[src/verilog/dsr_defs.svh]
// constants for the disk controller status and error register bank
`ifndef DSR_DEFS_SVH
`define DSR_DEFS_SVH

// ----------------------------------------
// register offsets (byte addresses)
// ----------------------------------------
`define DSR_STATUS_OFS 12'h000
`define DSR_ERROR_OFS 12'h004
`define DSR_CMD_OFS 12'h008

// ----------------------------------------
// status byte fields
// ----------------------------------------
`define DSR_ST_BUSY 7
`define DSR_ST_READY 6
`define DSR_ST_WFAULT 5
`define DSR_ST_SEEK 4
`define DSR_ST_XFER 3
`define DSR_ST_FIXED 2
`define DSR_ST_INDEX 1
`define DSR_ST_ERR 0

// ----------------------------------------
// error byte fields
// ----------------------------------------
`define DSR_ER_BADBLK 7
`define DSR_ER_UNFIX 6
`define DSR_ER_IDMISS 4
`define DSR_ER_REJECT 2
`define DSR_ER_HOME 1
`define DSR_ER_USED_MASK 8'hD6

// ----------------------------------------
// command register fields and reset values
// ----------------------------------------
`define DSR_CMD_CLEAR 0
`define DSR_RESET_BYTE 8'h00
`define DSR_RESET_WORD 32'h0000_0000

`endif

[src/verilog/dsr_pkg.sv]
// types for the disk controller status and error register bank
package dsr_pkg;

	typedef struct packed {
		logic busy;
		logic ready;
		logic write_fault;
		logic seek_done;
		logic transfer_request;
		logic fixed_data;
		logic index_pulse;
		logic command_error;
	} dsr_status_type;

	typedef struct packed {
		logic bad_block;
		logic unfixable_data;
		logic sector_id_missing;
		logic command_rejected;
		logic home_track_missing;
	} dsr_error_type;

	typedef struct packed {
		logic [31:0] prdata;
		logic pready;
		logic pslverr;
	} dsr_apb_out_type;

	typedef struct packed {
		logic [7:0] q1;
		logic [7:0] q2;
	} dsr_sync_state_type;

	typedef struct packed {
		dsr_status_type status;
		dsr_error_type error;
		dsr_apb_out_type apb;
	} dsr_state_type;

endpackage

[src/verilog/dsr_regs.sv]
// status and error register bank of the disk controller, apb slave
//
// Chosen here: the register addresses and register access over APB.
`timescale 1ns/1ps
`include "dsr_defs.svh"
module dsr_regs
	import dsr_pkg::*;
(
	// clock and reset
	input wire logic CLK_IN,
	input wire logic RST_N_IN,
	// apb slave
	input wire logic PSEL_IN,
	input wire logic PENABLE_IN,
	input wire logic PWRITE_IN,
	input wire logic [11:0] PADDR_IN,
	input wire logic [31:0] PWDATA_IN,
	output logic [31:0] PRDATA_OUT,
	output logic PREADY_OUT,
	output logic PSLVERR_OUT,
	// drive levels from the pins
	input wire logic DRIVE_BUSY_IN,
	input wire logic DRIVE_READY_IN,
	input wire logic WRITE_FAULT_IN,
	input wire logic SEEK_DONE_IN,
	input wire logic TRANSFER_REQUEST_IN,
	input wire logic INDEX_PULSE_IN,
	// command engine events, same clock
	input wire logic CMD_DONE_IN,
	input wire logic FIXED_DATA_EV_IN,
	input wire logic UNFIXABLE_DATA_EV_IN,
	input wire logic SECTOR_ID_MISSING_EV_IN,
	input wire logic COMMAND_REJECTED_EV_IN,
	input wire logic HOME_TRACK_MISSING_EV_IN,
	input wire logic BAD_BLOCK_EV_IN,
	// register mirrors
	output logic [7:0] STATUS_OUT,
	output logic [7:0] ERROR_OUT
);
	// ----------------------------------------
	// pin synchroniser
	// ----------------------------------------
	logic [7:0] pins_raw;
	logic [7:0] pins;

	assign pins_raw = {2'b00, DRIVE_BUSY_IN, DRIVE_READY_IN, WRITE_FAULT_IN,
		SEEK_DONE_IN, TRANSFER_REQUEST_IN, INDEX_PULSE_IN};

	dsr_sync u_sync (
		.CLK_IN(CLK_IN),
		.RST_N_IN(RST_N_IN),
		.d_in(pins_raw),
		.q_out(pins)
	);

	// ----------------------------------------
	// state
	// ----------------------------------------
	dsr_state_type r;
	dsr_state_type next_r;
	logic [7:0] status_byte;
	logic [7:0] error_byte;
	logic setup;
	logic wr;
	logic rd;
	logic cmd_error_any;

	// ----------------------------------------
	// byte assembly
	// ----------------------------------------
	always_comb begin
		status_byte = `DSR_RESET_BYTE;
		status_byte[`DSR_ST_BUSY] = r.status.busy;
		status_byte[`DSR_ST_READY] = r.status.ready;
		status_byte[`DSR_ST_WFAULT] = r.status.write_fault;
		status_byte[`DSR_ST_SEEK] = r.status.seek_done;
		status_byte[`DSR_ST_XFER] = r.status.transfer_request;
		status_byte[`DSR_ST_FIXED] = r.status.fixed_data;
		status_byte[`DSR_ST_INDEX] = r.status.index_pulse;
		status_byte[`DSR_ST_ERR] = r.status.command_error;
		// unused bits stay zero
		error_byte = `DSR_RESET_BYTE;
		error_byte[`DSR_ER_BADBLK] = r.error.bad_block;
		error_byte[`DSR_ER_UNFIX] = r.error.unfixable_data;
		error_byte[`DSR_ER_IDMISS] = r.error.sector_id_missing;
		error_byte[`DSR_ER_REJECT] = r.error.command_rejected;
		error_byte[`DSR_ER_HOME] = r.error.home_track_missing;
	end

	// ----------------------------------------
	// next state
	// ----------------------------------------
	always_comb begin
		next_r = r;
		setup = PSEL_IN && !PENABLE_IN;
		wr = PSEL_IN && PENABLE_IN && PWRITE_IN;
		rd = setup && !PWRITE_IN;
		cmd_error_any = UNFIXABLE_DATA_EV_IN || SECTOR_ID_MISSING_EV_IN
			|| COMMAND_REJECTED_EV_IN || HOME_TRACK_MISSING_EV_IN
			|| BAD_BLOCK_EV_IN;

		// live drive levels
		next_r.status.busy = pins[5];
		next_r.status.ready = pins[4];
		next_r.status.write_fault = pins[3];
		next_r.status.seek_done = pins[2];
		next_r.status.transfer_request = pins[1];
		next_r.status.index_pulse = pins[0];

		// software clear from the command word; events below win
		if (wr && PADDR_IN == `DSR_CMD_OFS && PWDATA_IN[`DSR_CMD_CLEAR]) begin
			next_r.status.fixed_data = 1'b0;
			next_r.status.command_error = 1'b0;
			next_r.error = '0;
		end

		// a new command end restarts the error picture
		if (CMD_DONE_IN) begin
			next_r.status.fixed_data = FIXED_DATA_EV_IN;
			next_r.status.command_error = cmd_error_any;
			next_r.error.unfixable_data = UNFIXABLE_DATA_EV_IN;
			next_r.error.sector_id_missing = SECTOR_ID_MISSING_EV_IN;
			next_r.error.command_rejected = COMMAND_REJECTED_EV_IN;
			next_r.error.home_track_missing = HOME_TRACK_MISSING_EV_IN;
			next_r.error.bad_block = BAD_BLOCK_EV_IN;
		end

		// apb: answer in the access cycle, data fetched at setup
		next_r.apb.pready = setup;
		next_r.apb.pslverr = 1'b0;
		if (setup) begin
			next_r.apb.prdata = `DSR_RESET_WORD;
		end
		if (setup && PADDR_IN == `DSR_STATUS_OFS) begin
			next_r.apb.prdata = {24'h000000, status_byte};
		end else if (setup && PADDR_IN == `DSR_ERROR_OFS) begin
			next_r.apb.prdata = {24'h000000, error_byte};
		end else if (setup && PADDR_IN == `DSR_CMD_OFS) begin
			next_r.apb.prdata = `DSR_RESET_WORD;
		end else if (setup) begin
			next_r.apb.pslverr = 1'b1;
		end
		if (!rd && setup) begin
			next_r.apb.prdata = `DSR_RESET_WORD;
		end
	end

	always_ff @(posedge CLK_IN or negedge RST_N_IN) begin
		if (!RST_N_IN) begin
			r <= '0;
		end else begin
			r <= next_r;
		end
	end

	// ----------------------------------------
	// outputs
	// ----------------------------------------
	assign PRDATA_OUT = r.apb.prdata;
	assign PREADY_OUT = r.apb.pready;
	assign PSLVERR_OUT = r.apb.pslverr;
	// mirrors are combinational bytes of flops; bits are straight copies
	assign STATUS_OUT = status_byte;
	assign ERROR_OUT = error_byte;
endmodule // dsr_regs

[src/verilog/dsr_sync.sv]
// two-stage synchroniser for a byte of drive status levels
`timescale 1ns/1ps
`include "dsr_defs.svh"
module dsr_sync
	import dsr_pkg::*;
(
	// clock and reset
	input wire logic CLK_IN,
	input wire logic RST_N_IN,
	// levels
	input wire logic [7:0] d_in,
	output logic [7:0] q_out
);
	dsr_sync_state_type r;
	dsr_sync_state_type next_r;

	// first stage feeds only the second
	always_comb begin
		next_r = r;
		next_r.q1 = d_in;
		next_r.q2 = r.q1;
	end

	always_ff @(posedge CLK_IN or negedge RST_N_IN) begin
		if (!RST_N_IN) begin
			r <= '0;
		end else begin
			r <= next_r;
		end
	end

	assign q_out = r.q2;
endmodule // dsr_sync

[config.mk]
export PLATFORM = sky130hd
export DESIGN_NAME = dsr_regs
export DESIGN_NICKNAME = d
export VERILOG_FILES = /design/src/verilog/dsr_pkg.sv /design/src/verilog/dsr_regs.sv /design/src/verilog/dsr_sync.sv
export VERILOG_INCLUDE_DIRS = /design/src /design/src/verilog
export SDC_FILE = /design/constraint.sdc
export NUM_CORES = 1
export LEC_CHECK = 0
export BUFFER_PORTS_ARGS = -buffer_cell sky130_fd_sc_hd__clkbuf_2
export CAP_MARGIN = 20
export CORE_MARGIN = 2
export CORE_UTILIZATION = 35
export DETAILED_ROUTE_END_ITERATION = 8
export GPL_ROUTABILITY_DRIVEN = 1
export PLACE_DENSITY = 0.75
export SETUP_SLACK_MARGIN = 0.4
export SLEW_MARGIN = 20
export SYNTH_ARGS = -nofsm -noshare
export SYNTH_HDL_FRONTEND = slang
export SYNTH_SLANG_ARGS = --single-unit
export TNS_END_PERCENT = 10
[constraint.sdc]
create_clock -name CLK_IN -period 0.8 [get_ports CLK_IN]
set_clock_uncertainty 0.15 [all_clocks]
set_input_delay 0.04 -clock CLK_IN [delete_from_list [all_inputs] [get_ports CLK_IN]]
set_output_delay 0.04 -clock CLK_IN [all_outputs]
set_load 0.03 [all_outputs]
**After elaboration in Yosys (flattened, before gate mapping)**

Cells that the tools add are included.
Widths: inputs -> output; s select.

- Register bits after elaboration: 59
- Output and inout bits: 50
- Bits of input ports: 62
- Logic and storage cells: 53

- Mux-type cells: 13
- Reductions and logical operators: 20
- Eq/ne operators: 2

Operators with widths:

| cell | number |
|---|---|
| $mux 32 | 5 |
| $eq 12x3->1 const B | 1 |
| $eq 12x4->1 const B | 1 |
| $logic_not 12->1 | 1 |
| $mux 6 | 2 |
| $logic_and 1x1->1 | 10 |
| $mux 1 | 6 |
| $reduce_bool 5->1 | 1 |
| $logic_or 1x1->1 | 4 |
| $logic_not 1->1 | 3 |
| $reduce_bool 2->1 | 1 |

**Longest topological paths before layout**

Gate-level depths: netlist (run 1).

- Word-level depth: 7
- Depth in mapped cells: 4
- Mapped depth without buffers: 3

**Modules after synthesis**

Synthesis (run 1) repeated with hierarchy kept, for this count alone.

- Cells, all modules: 122
- Area total of the unflattened synthesis: 1557.7 µm²

By module, submodules not included:

| module | times used | area an instance (µm²) | sequential area each (µm²) | cells each |
|---|---|---|---|---|
| dsr_regs | 1 | 1157.4 | 575.6 | 106 |
| dsr_sync | 1 | 400.4 | 400.4 | 16 |

**Worst setup path after synthesis (run 1)**

No wires, ideal clock.

- Kind: input to register
- Start point: in CMD_DONE_IN
- End point: reg r (netlist bit STATUS_OUT[0])
- Library setup time: 0.146 ns
- Data arrival time: 0.851 ns
- Stages on the path: 4
- Slack: -0.347 ns
- Path buffers: 1
- Required time: 0.504 ns
- Path through: buf_6 or4b_1 o32ai_2 a21oi_1

- Cells in the longest elaborated chain, start to end: 1
- Elaborated cells on any way between the ends: 2
- Classes of those cells: 1 x mux; 1 x reduce/logical

RTL lines:

| element | RTL line | source |
|---|---|---|
| start: declaration | dsr_regs.sv:29 | `input wire logic CMD_DONE_IN,` |
| $mux 6 / $reduce_bool 2->1 (equally long branches) | - |  |
| end signal: assignment | dsr_regs.sv:152 | `r <= next_r;` |
| end: declaration | dsr_regs.sv:59 | `dsr_state_type r;` |

Several ways; a longest one is shown, not always the timed one.
A chain may end at the register's enable or synchronous reset.

**Worst setup path after layout (run 1)**

- Start point: reg r (netlist bit ERROR_OUT[1])
- End point: out ERROR_OUT[1]

RTL lines:

| element | RTL line | source |
|---|---|---|
| end: declaration | dsr_regs.sv:38 | `output logic [7:0] ERROR_OUT` |

No word-level cell between the ends.

==> qor.yml, run 1 <==
clock_network:
  cts_tree: "yes"
  path_clk_slew_ps: 70
  clock_latency_ps: 280
  htreeDepth: 2
  clk_root_buffer_cell: "clkbuf_8"
  cts_buffer_depth: 2
  cts.sinks: 35
  numCtsBuffers: 5
finish:
  drive_above_1_share_pct: 44.1
  area_growth_pct: 48.1
  antenna_cells: 0
  final_cell_area_sq_um: 2160
  layout_common_cells: "35 x dfrtp_1, 28 x clkbuf_2, 27 x conb_1"
  nets: 247
  layout_commonest_cell: "dfrtp_1"
worst_setup_path:
  worstPathMaxFanout: 3
  critPathCaptureType: "primary output"
  critPathTopFamily: "flip-flops"
  start_kind: "flip-flop"
  path_cells: "buf_8"
  cp.arrival_ps: 900
  cp_data_required_time_ps: 610
  critPathSlowestCell: "dfrtp_1"
  crit_buf_inv: 1
  critical_path_class: "flip-flop to primary output"
  cp_slowest_stage_delay_ps: 450
global_routing:
  grt_pass1_vias: 944
  grt_max_degree: 36
  grt_pass1_wl_microns: 4630
  grt_usage_pct: 14.1
  grt_overflow: 0
  antenna_found_initial: 0
die:
  start_util_pct: 36.4
  chipWidth_microns: 68.5
  core_area_sq_um: 4000
  io_pins: 112
  rows: 23
  die_area_sq_um: 4700
  die_h_microns: 68.5
hold_path:
  hold_path.class: "primary input to asynchronous set/reset pin"
placement:
  dp_slack_ps: -462
  dp.final_hpwl_microns: 2060
  routabilityCongestion: 0.861
  placed_cell_area_sq_um: 1760
  io_buffers: 53
pwr:
  irDropWorstVdd_mv: 0.795
  seqPwrFrac_pct: 49.4
  p_per_area_nw_per_um2: 1800
  internal-power_mw: 2.75
  clkPwrFrac_pct: 30.9
  p_sw_share_pct: 29.2
  p_leak_nw: 1.07
  power.switching_mw: 1.14
  power_frac_comb_pct: 19.7
synth:
  synth-adder-area-share_pct: 0
  ys.flop_type: "dfrtp_1"
  synthCells: 118
  synth_seq_cells: 35
  yosys.area_share.simple_pct: 9.36
  synth_edf_count: 0
  ys_async_sr_fraction_pct: 100
  synth_compound_area_share_pct: 6.87
  yosysSeqAreaShare_pct: 60.1
  synth_top_family_by_area: "buffers and inverters"
  ys.warnings.count: 0
  synth_xor_area_share_pct: 0
  synth_cell_types: 21
  synthesis.area_sq_um: 1460
  avgSynthCellArea_sq_um: 12.4
  synthMuxAreaShare_pct: 7.55
routing:
  route.detailed.drc: 0
  drtAntennaViolNets: 0
  wl_per_cell_microns: 13.7
  wirelength_microns: 3230
  drt_pass1_iterations: 4
  drt_iter0_markers: 84
  vias: 1042
  via_per_inst: 4.42
sta:
  setup_slack_ps: -294
  min_period_ps: 1090
  slew_violations: 0
  timing.final.crit_share_pct: 137
  rsz0062_at_grt: "yes"
  timing.hold.ws_ps: -431
  setup_viol: 38
  finalHoldViolCount: 50
  max_freq_mhz: 914
status:
  violations: "hold timing, setup timing"
  status: "complete, but fails checks"
job:
  drv_cap: 0
-- worst paths after layout --
check / from / to / slack (ps) / cells past startpoint
max reg2reg: ERROR_OUT[4]$_DFFE_PN0P_ / ERROR_OUT[4]$_DFFE_PN0P_ / -250 / 3
min: RST_N_IN / PRDATA_OUT[2]$_DFFE_PN0P_ / -430 / 2
min reg2reg: u_sync.next_r[5]$_DFF_PN0_ / u_sync.q_out[5]$_DFF_PN0_ / 200 / 0
min in group CLK_IN: DRIVE_READY_IN / u_sync.next_r[4]$_DFF_PN0_ / -290 / 1
max: ERROR_OUT[1]$_DFFE_PN0P_ / ERROR_OUT[1] / -290 / 1
max in group asynchronous: RST_N_IN / u_sync.next_r[5]$_DFF_PN0_ / 750 / 2
-- metal layers --
layer | routed length [microns] | global-route usage (%)
met2 | 1810 | 24.8
met1 | 1100 | 14.9
met4 | 34 | 6.75
met3 | 279 | 5.03
met5 | 0 | 0
-- synthesized netlist by cell type, drive strengths merged (2+ instances only) --
master / count / area share, %
dfrtp: 35 / 60
nor4: 2 / 1.7
nand2: 9 / 2.3
nand2b: 4 / 1.7
buf: 30 / 15
mux2i: 11 / 7.6
a21oi: 7 / 2.4
nand4: 2 / 0.86
o21ai: 8 / 2.7
-- stage by stage --
stage | instances | TNS, ps | power (mW) | hold slack (ps) | util (%)
6_report | 236 | -7580 | 3.89 | -431 | 54.0
3_5_place_dp | 225 | -6430 | 2.54 | -125 | 43.9
4_1_cts | 236 | -7420 | 3.87 | -433 | 52.4
2_1_floorplan | 144 | -2920 | 2.41 | -406 | -
3_3_place_gp | 225 | -5650 | 2.53 | -133 | 43.9
5_1_grt | 236 | -8900 | 4.08 | -428 | 54.0
-- layout make-up --
type                       count  area (sq um)
tap                           50          62.6
clock inverter                 3          15.0
fill                         350          1840
clock buffer                   5          68.8
sequential                    35           876
inverter                       1          3.75
timing repair buffer          65           632
multi-input combinational     77           500
-- power groups by stage --
stage / Sequential (mW) / Clock (mW) / Combinational (mW)
2_1_floorplan: 2.03 / 0 / 0.378
3_3_place_gp: 1.93 / 0 / 0.601
3_5_place_dp: 1.93 / 0 / 0.610
4_1_cts: 1.90 / 1.24 / 0.727
5_1_grt: 1.92 / 1.33 / 0.822
6_report: 1.92 / 1.20 / 0.768
-- logic make-up after synthesis --
group	count (synthesis)
and+or+nand+nor	22
other	1
muxes	11
AOI/OAI and AO/OA	17
DFF	35
buffers and inverters	32
-- registers in the layout (all words and copies together) (netlist names) --
name           cells
ERROR_OUT          5
PREADY_OUT         1
PRDATA_OUT         8
u_sync.next_r      6
u_sync.q_out       6
STATUS_OUT         8
PSLVERR_OUT        1
-- timing repair --
action	CTS	global route
gates resized for setup	54	32
setup buffers	3	0
endpoints found under the setup margin	52	52
hold endpoints to repair	49	48
pin swaps	1	2
Note: power is estimated with default switching activity, not from simulation.
==> run 2: changes to the inputs <==
--- a/config.mk
+++ b/config.mk
@@ -13,6 +13,7 @@
 export DETAILED_ROUTE_END_ITERATION = 8
 export GPL_ROUTABILITY_DRIVEN = 1
 export PLACE_DENSITY = 0.75
+export RECOVER_POWER = 25
 export SETUP_SLACK_MARGIN = 0.4
 export SLEW_MARGIN = 20
 export SYNTH_ARGS = -nofsm -noshare
==> qor.yml, run 2 (same netlist as run 1, synthesis figures left out) <==
worst_setup_path:
  cp_data_required_time_ps: 610  # about the same
  crit_buf_inv: 1  # unchanged
  critPathSlowestCell: "dfrtp_1"
  cp.arrival_ps: 900  # about the same
  start_kind: "flip-flop"
  critPathTopFamily: "flip-flops"
  critical_path_class: "flip-flop to primary output"
  critPathCaptureType: "primary output"
  path_cells: "buf_8"
  cp_slowest_stage_delay_ps: 450  # about the same
  worstPathMaxFanout: 3  # unchanged
job:
  drv_cap: 0  # unchanged
global_routing:
  grt_pass1_vias: 944  # unchanged
  grt_usage_pct: 14.1  # unchanged
  grt_overflow: 0  # unchanged
  grt_pass1_wl_microns: 4630  # unchanged
  antenna_found_initial: 0  # unchanged
  grt_max_degree: 36  # unchanged
die:
  io_pins: 112  # unchanged
  die_h_microns: 68.5  # unchanged
  chipWidth_microns: 68.5  # unchanged
  core_area_sq_um: 4000  # unchanged
  rows: 23  # unchanged
  start_util_pct: 36.4  # unchanged
  die_area_sq_um: 4700  # unchanged
finish:
  drive_above_1_share_pct: 44.1  # unchanged
  instances_no_fill: 236  # unchanged
  seqCellArea_sq_um: 876  # unchanged
  nets: 247  # unchanged
  layout_common_cells: "35 x dfrtp_1, 29 x clkbuf_2, 27 x conb_1"
  multi_input_area_sq_um: 500  # unchanged
  fillCellCount: 352  # +0.57%
  area_growth_pct: 47.0
  antenna_cells: 0  # unchanged
  layout_commonest_cell: "dfrtp_1"
routing:
  drtAntennaViolNets: 0  # unchanged
  route.detailed.drc: 0  # unchanged
  via_per_inst: 4.42  # unchanged
  wirelength_microns: 3220  # -0.15%
  drt_pass1_iterations: 4  # unchanged
  drt_iter0_markers: 95  # +13%
  drt-met1-wl_microns: 1100  # about the same
  vias: 1042  # unchanged
  top_layer: "met4"
  route.met3.wl_microns: 275  # -1.4%
  wl_met2_microns: 1810  # unchanged
  wl_per_cell_microns: 13.7  # -0.15%
sta:
  timing.hold.ws_ps: -285  # +146 ps
  setup_slack_ps: -294  # unchanged
  max_freq_mhz: 914  # unchanged
  timing.final.crit_share_pct: 137  # unchanged
  slew_violations: 0  # unchanged
  min_period_ps: 1090  # unchanged
  worstMarginPinSlew_ps: 850
  finalHoldViolCount: 50  # unchanged
  relSlewSlack_pct: 43.3
  setup_viol: 38  # unchanged
  rsz0062_at_grt: "yes"
pwr:
  seqPwrFrac_pct: 49.5  # about the same
  finalPower_mw: 3.88  # -0.27%
  p_sw_share_pct: 29.3  # +0.031 points
  power_frac_comb_pct: 19.5  # -0.2 points
  irDropWorstVdd_mv: 0.795  # about the same
  p_per_area_nw_per_um2: 1810  # +0.43%
  clkPwrFrac_pct: 30.9  # about the same
  p_leak_nw: 1.07  # -0.49%
  power.switching_mw: 1.14  # -0.16%
  internal-power_mw: 2.74  # -0.31%
placement:
  routabilityCongestion: 0.861  # unchanged
  dp_slack_ps: -462  # unchanged
  dp.final_hpwl_microns: 2060  # unchanged
  io_buffers: 53  # unchanged
  dp_cells: 225  # unchanged
status:
  violations: "hold timing, setup timing"
  status: "complete, but fails checks"
clock_network:
  cts_tree: "yes"
  path_clk_slew_ps: 70  # about the same
  cts.sinks: 35  # unchanged
  numCtsBuffers: 5  # unchanged
  cts_buffer_depth: 2  # unchanged
  clk_root_buffer_cell: "clkbuf_8"
  clock_latency_ps: 280  # about the same
  htreeDepth: 2  # unchanged
hold_path:
  hold_path.class: "primary input to flip-flop"
==> run 2: power groups by stage <==
| stage | clock, mW | combinational [mW] | sequential, mW |
|---|---|---|---|
| CTS | 1.24 | 0.727 | 1.90 |
| detailed placement | 0 | 0.610 | 1.93 |
| global placement | 0 | 0.601 | 1.93 |
| global route | 1.33 | 0.812 | 1.92 |
| finish | 1.20 | 0.758 | 1.92 |
| floorplan | 0 | 0.378 | 2.03 |
==> run 2: timing repair <==
| action | in CTS | in global routing |
|---|---|---|
| pin swaps | 1 | 2 |
| setup endpoints to repair | 52 | 52 |
| hold endpoints to repair | 49 | 48 |
| resized for setup | 54 | 32 |
| setup buffers | 3 | 0 |
==> run 2: cell type report <==
class                   instances  share of cell area, %
flip-flops and latches         35                   40.9
well taps                      50                   2.92
repair buffers                 65                   28.8
inverters                       1                  0.175
clock buffers                   5                   3.21
multi-input cells              77                   23.4
clock inverters                 3                  0.701
==> run 2: final timing paths <==
check | slack (ps) | from | cells after the start | end
max | -290 | ERROR_OUT[1]$_DFFE_PN0P_ | 1 | ERROR_OUT[1]
min | -290 | DRIVE_READY_IN | 1 | u_sync.next_r[4]$_DFF_PN0_
max reg2reg | -250 | ERROR_OUT[4]$_DFFE_PN0P_ | 3 | ERROR_OUT[4]$_DFFE_PN0P_
min reg2reg | 200 | u_sync.next_r[5]$_DFF_PN0_ | 0 | u_sync.q_out[5]$_DFF_PN0_
max in group asynchronous | 170 | RST_N_IN | 2 | u_sync.next_r[5]$_DFF_PN0_
min in group asynchronous | -200 | RST_N_IN | 2 | PRDATA_OUT[2]$_DFFE_PN0P_
==> run 2: layer usage <==
layer  vias to the layer above  global-route usage, %
met1                       498                   14.9
met5                         -                      0
met3                         5                   5.03
met4                         0                   6.75
met2                        60                   24.8
li1                        479                      -
==> run 2: stage by stage <==
step	cell area [sq um]	util (%)	TNS (ps)	hold slack, ps
global placement	1760	43.9	-5650	-133
detailed placement	1760	43.9	-6430	-125
finish	2140	53.6	-7570	-285
global route	2140	53.6	-8900	-299
floorplan	1590	-	-2920	-406
CTS	2090	52.4	-7420	-433
==> run 3: changes to the inputs <==
--- a/config.mk
+++ b/config.mk
@@ -6,13 +6,13 @@
 export SDC_FILE = /design/constraint.sdc
 export NUM_CORES = 1
 export LEC_CHECK = 0
-export BUFFER_PORTS_ARGS = -buffer_cell sky130_fd_sc_hd__clkbuf_2
 export CAP_MARGIN = 20
 export CORE_MARGIN = 2
-export CORE_UTILIZATION = 35
+export CORE_UTILIZATION = 55
 export DETAILED_ROUTE_END_ITERATION = 8
+export DONT_BUFFER_PORTS = 1
 export GPL_ROUTABILITY_DRIVEN = 1
-export PLACE_DENSITY = 0.75
+export PLACE_DENSITY = 0.73
 export RECOVER_POWER = 25
 export SETUP_SLACK_MARGIN = 0.4
 export SLEW_MARGIN = 20
==> qor.yml, run 3 (same netlist as run 1, synthesis figures left out) <==
status:
  status: "complete, but fails checks"
  violations: "hold timing, setup timing"
die:
  io_pins: 112  # unchanged
  core_area_sq_um: 2500  # -38%
  rows: 18  # -22%
  die_area_sq_um: 3080  # -34%
  die_h_microns: 55.5  # -19%
  chipWidth_microns: 55.5  # -19%
  start_util_pct: 58.3  # +22 points
finish:
  layout_commonest_cell: "dfrtp_1"
  layout_common_cells: "33 x dfrtp_1, 27 x conb_1, 26 x buf_6"
  drive_above_1_share_pct: 34.2  # -9.9 points
  antenna_cells: 0  # unchanged
  area_growth_pct: 28.2
  nets: 216  # -13%
  final_cell_area_sq_um: 1870  # -13%
clock_network:
  cts_tree: "yes"
  path_clk_slew_ps: 110  # +40 ps
  htreeDepth: 2  # unchanged
  cts.sinks: 35  # unchanged
  cts_buffer_depth: 2  # unchanged
  clock_latency_ps: 340  # +60 ps
  numCtsBuffers: 5  # unchanged
  clk_root_buffer_cell: "clkbuf_4"
routing:
  drt_pass1_iterations: 4  # unchanged
  drtAntennaViolNets: 0  # unchanged
  wl_per_cell_microns: 15.7  # +15%
  wirelength_microns: 2910  # -9.6%
  vias: 931  # -11%
  via_per_inst: 5.03  # +14%
  drt_iter0_markers: 25  # -74%
  route.detailed.drc: 0  # unchanged
worst_setup_path:
  crit_buf_inv: 1  # unchanged
  r2r-end: "ERROR_OUT[6]$_DFFE_PN0P_"
  critPathTopFamily: "flip-flops"
  path_cells: "buf_6"
  start_kind: "flip-flop"
  worstRegToRegCells: 3  # unchanged
  cp_slowest_stage_delay_ps: 430  # -20 ps
  critical_path_class: "flip-flop to primary output"
  cp_data_required_time_ps: 610  # about the same
  cp.arrival_ps: 920  # +20 ps
  crit_start: "ERROR_OUT[6]$_DFFE_PN0P_"
  worstPathMaxFanout: 2  # -1
  reg2reg_from: "ERROR_OUT[6]$_DFFE_PN0P_"
  critPathSlowestCell: "dfrtp_1"
  r2r_slack_ps: -260  # about the same
  critPathCaptureType: "primary output"
placement:
  placed_cell_area_sq_um: 1560  # -11%
  dp.final_hpwl_microns: 1940  # -5.9%
  routabilityCongestion: 0.766  # -11%
  io_buffers: 0  # -100%
global_routing:
  grt_pass1_wl_microns: 4660  # +0.60%
  grt_max_degree: 36  # unchanged
  grt_overflow: 0  # unchanged
  grt_usage_pct: 20.4  # +6.3 points
  grt_pass1_vias: 946  # +0.21%
  antenna_found_initial: 0  # unchanged
pwr:
  p_leak_nw: 0.910  # -15%
  p_per_area_nw_per_um2: 2060  # +14%
  finalPower_mw: 3.84  # -0.96%
  irDropWorstVdd_mv: 2.27  # +190%
hold_path:
  hold_path.class: "primary input to asynchronous set/reset pin"
sta:
  max_freq_mhz: 899  # -1.6%
  timing.hold.ws_ps: -777  # -492 ps
  slew_violations: 0  # unchanged
  finalHoldViolCount: 58  # +16%
  rsz0062_at_grt: "yes"
  min_period_ps: 1110  # +18.2 ps
  timing.final.crit_share_pct: 139  # +2.3 points
  setup_slack_ps: -312  # -18.2 ps
  setup_viol: 38  # unchanged
job:
  drv_cap: 0  # unchanged
-- run 3: changes by cell type in the layout (fill, tap and decap cells not counted), moves of 2 or more --
cell,previous run,this run
buf_8,22,0
clkbuf_8,6,1
buf_4,5,8
clkinv_2,3,0
dfrtp_1,35,33
buf_6,8,26
nand2b_1,3,1
clkbuf_2,29,0
dfrtp_2,0,2
clkbuf_4,0,5
-- run 3: cell type report --
type,instances,area (sq um)
timing repair buffer,34,353
inverter,1,3.75
sequential,35,878
multi-input combinational,77,507
clock buffer,6,51.3
tap,30,37.5
fill,145,631
clock inverter,2,38.8
-- run 3: metrics by stage --
step	util [%]	TNS, ps	setup WS [ps]	instances
CTS	72.5	-9200	-307	182
global route	74.8	-10860	-340	185
detailed placement	62.4	-4130	-378	166
floorplan	-	-2920	-327	144
global placement	62.4	-3710	-303	166
finish	74.8	-9410	-312	185
-- run 3: how the worst max path moves through the flow --
stage                                      to  slack [ps]  cells after the start
global placement    STATUS_OUT[0]$_DFFE_PN0P_        -300                      3
floorplan           STATUS_OUT[0]$_DFFE_PN0P_        -330                      4
finish                           ERROR_OUT[6]        -310                      1
global route                    STATUS_OUT[5]        -340                      1
CTS                              ERROR_OUT[6]        -310                      1
detailed placement  STATUS_OUT[0]$_DFFE_PN0P_        -380                      3
-- run 3: metal layers --
metal / global-route usage, % / share of wire (%)
met5: 0 / 0
met3: 8.67 / 10
met4: 7.67 / 2.1
met2: 36.2 / 55
met1: 21.3 / 33
-- run 3: timing repair --
| item | in CTS | in global routing |
|---|---|---|
| pin swaps | 3 | 1 |
| gates resized for setup | 26 | 8 |
| gates cloned | 0 | 0 |
| hold endpoints to repair | 58 | 58 |
| setup endpoints to repair | 51 | 51 |
| setup buffers | 8 | 3 |
-- run 3: power by group --
| part | leakage (nW) | internal [mW] | switching, mW |
|---|---|---|---|
| Clock | 0.0489 | 0.754 | 0.600 |
| Combinational | 0.437 | 0.213 | 0.362 |
| Sequential | 0.424 | 1.85 | 0.0617 |
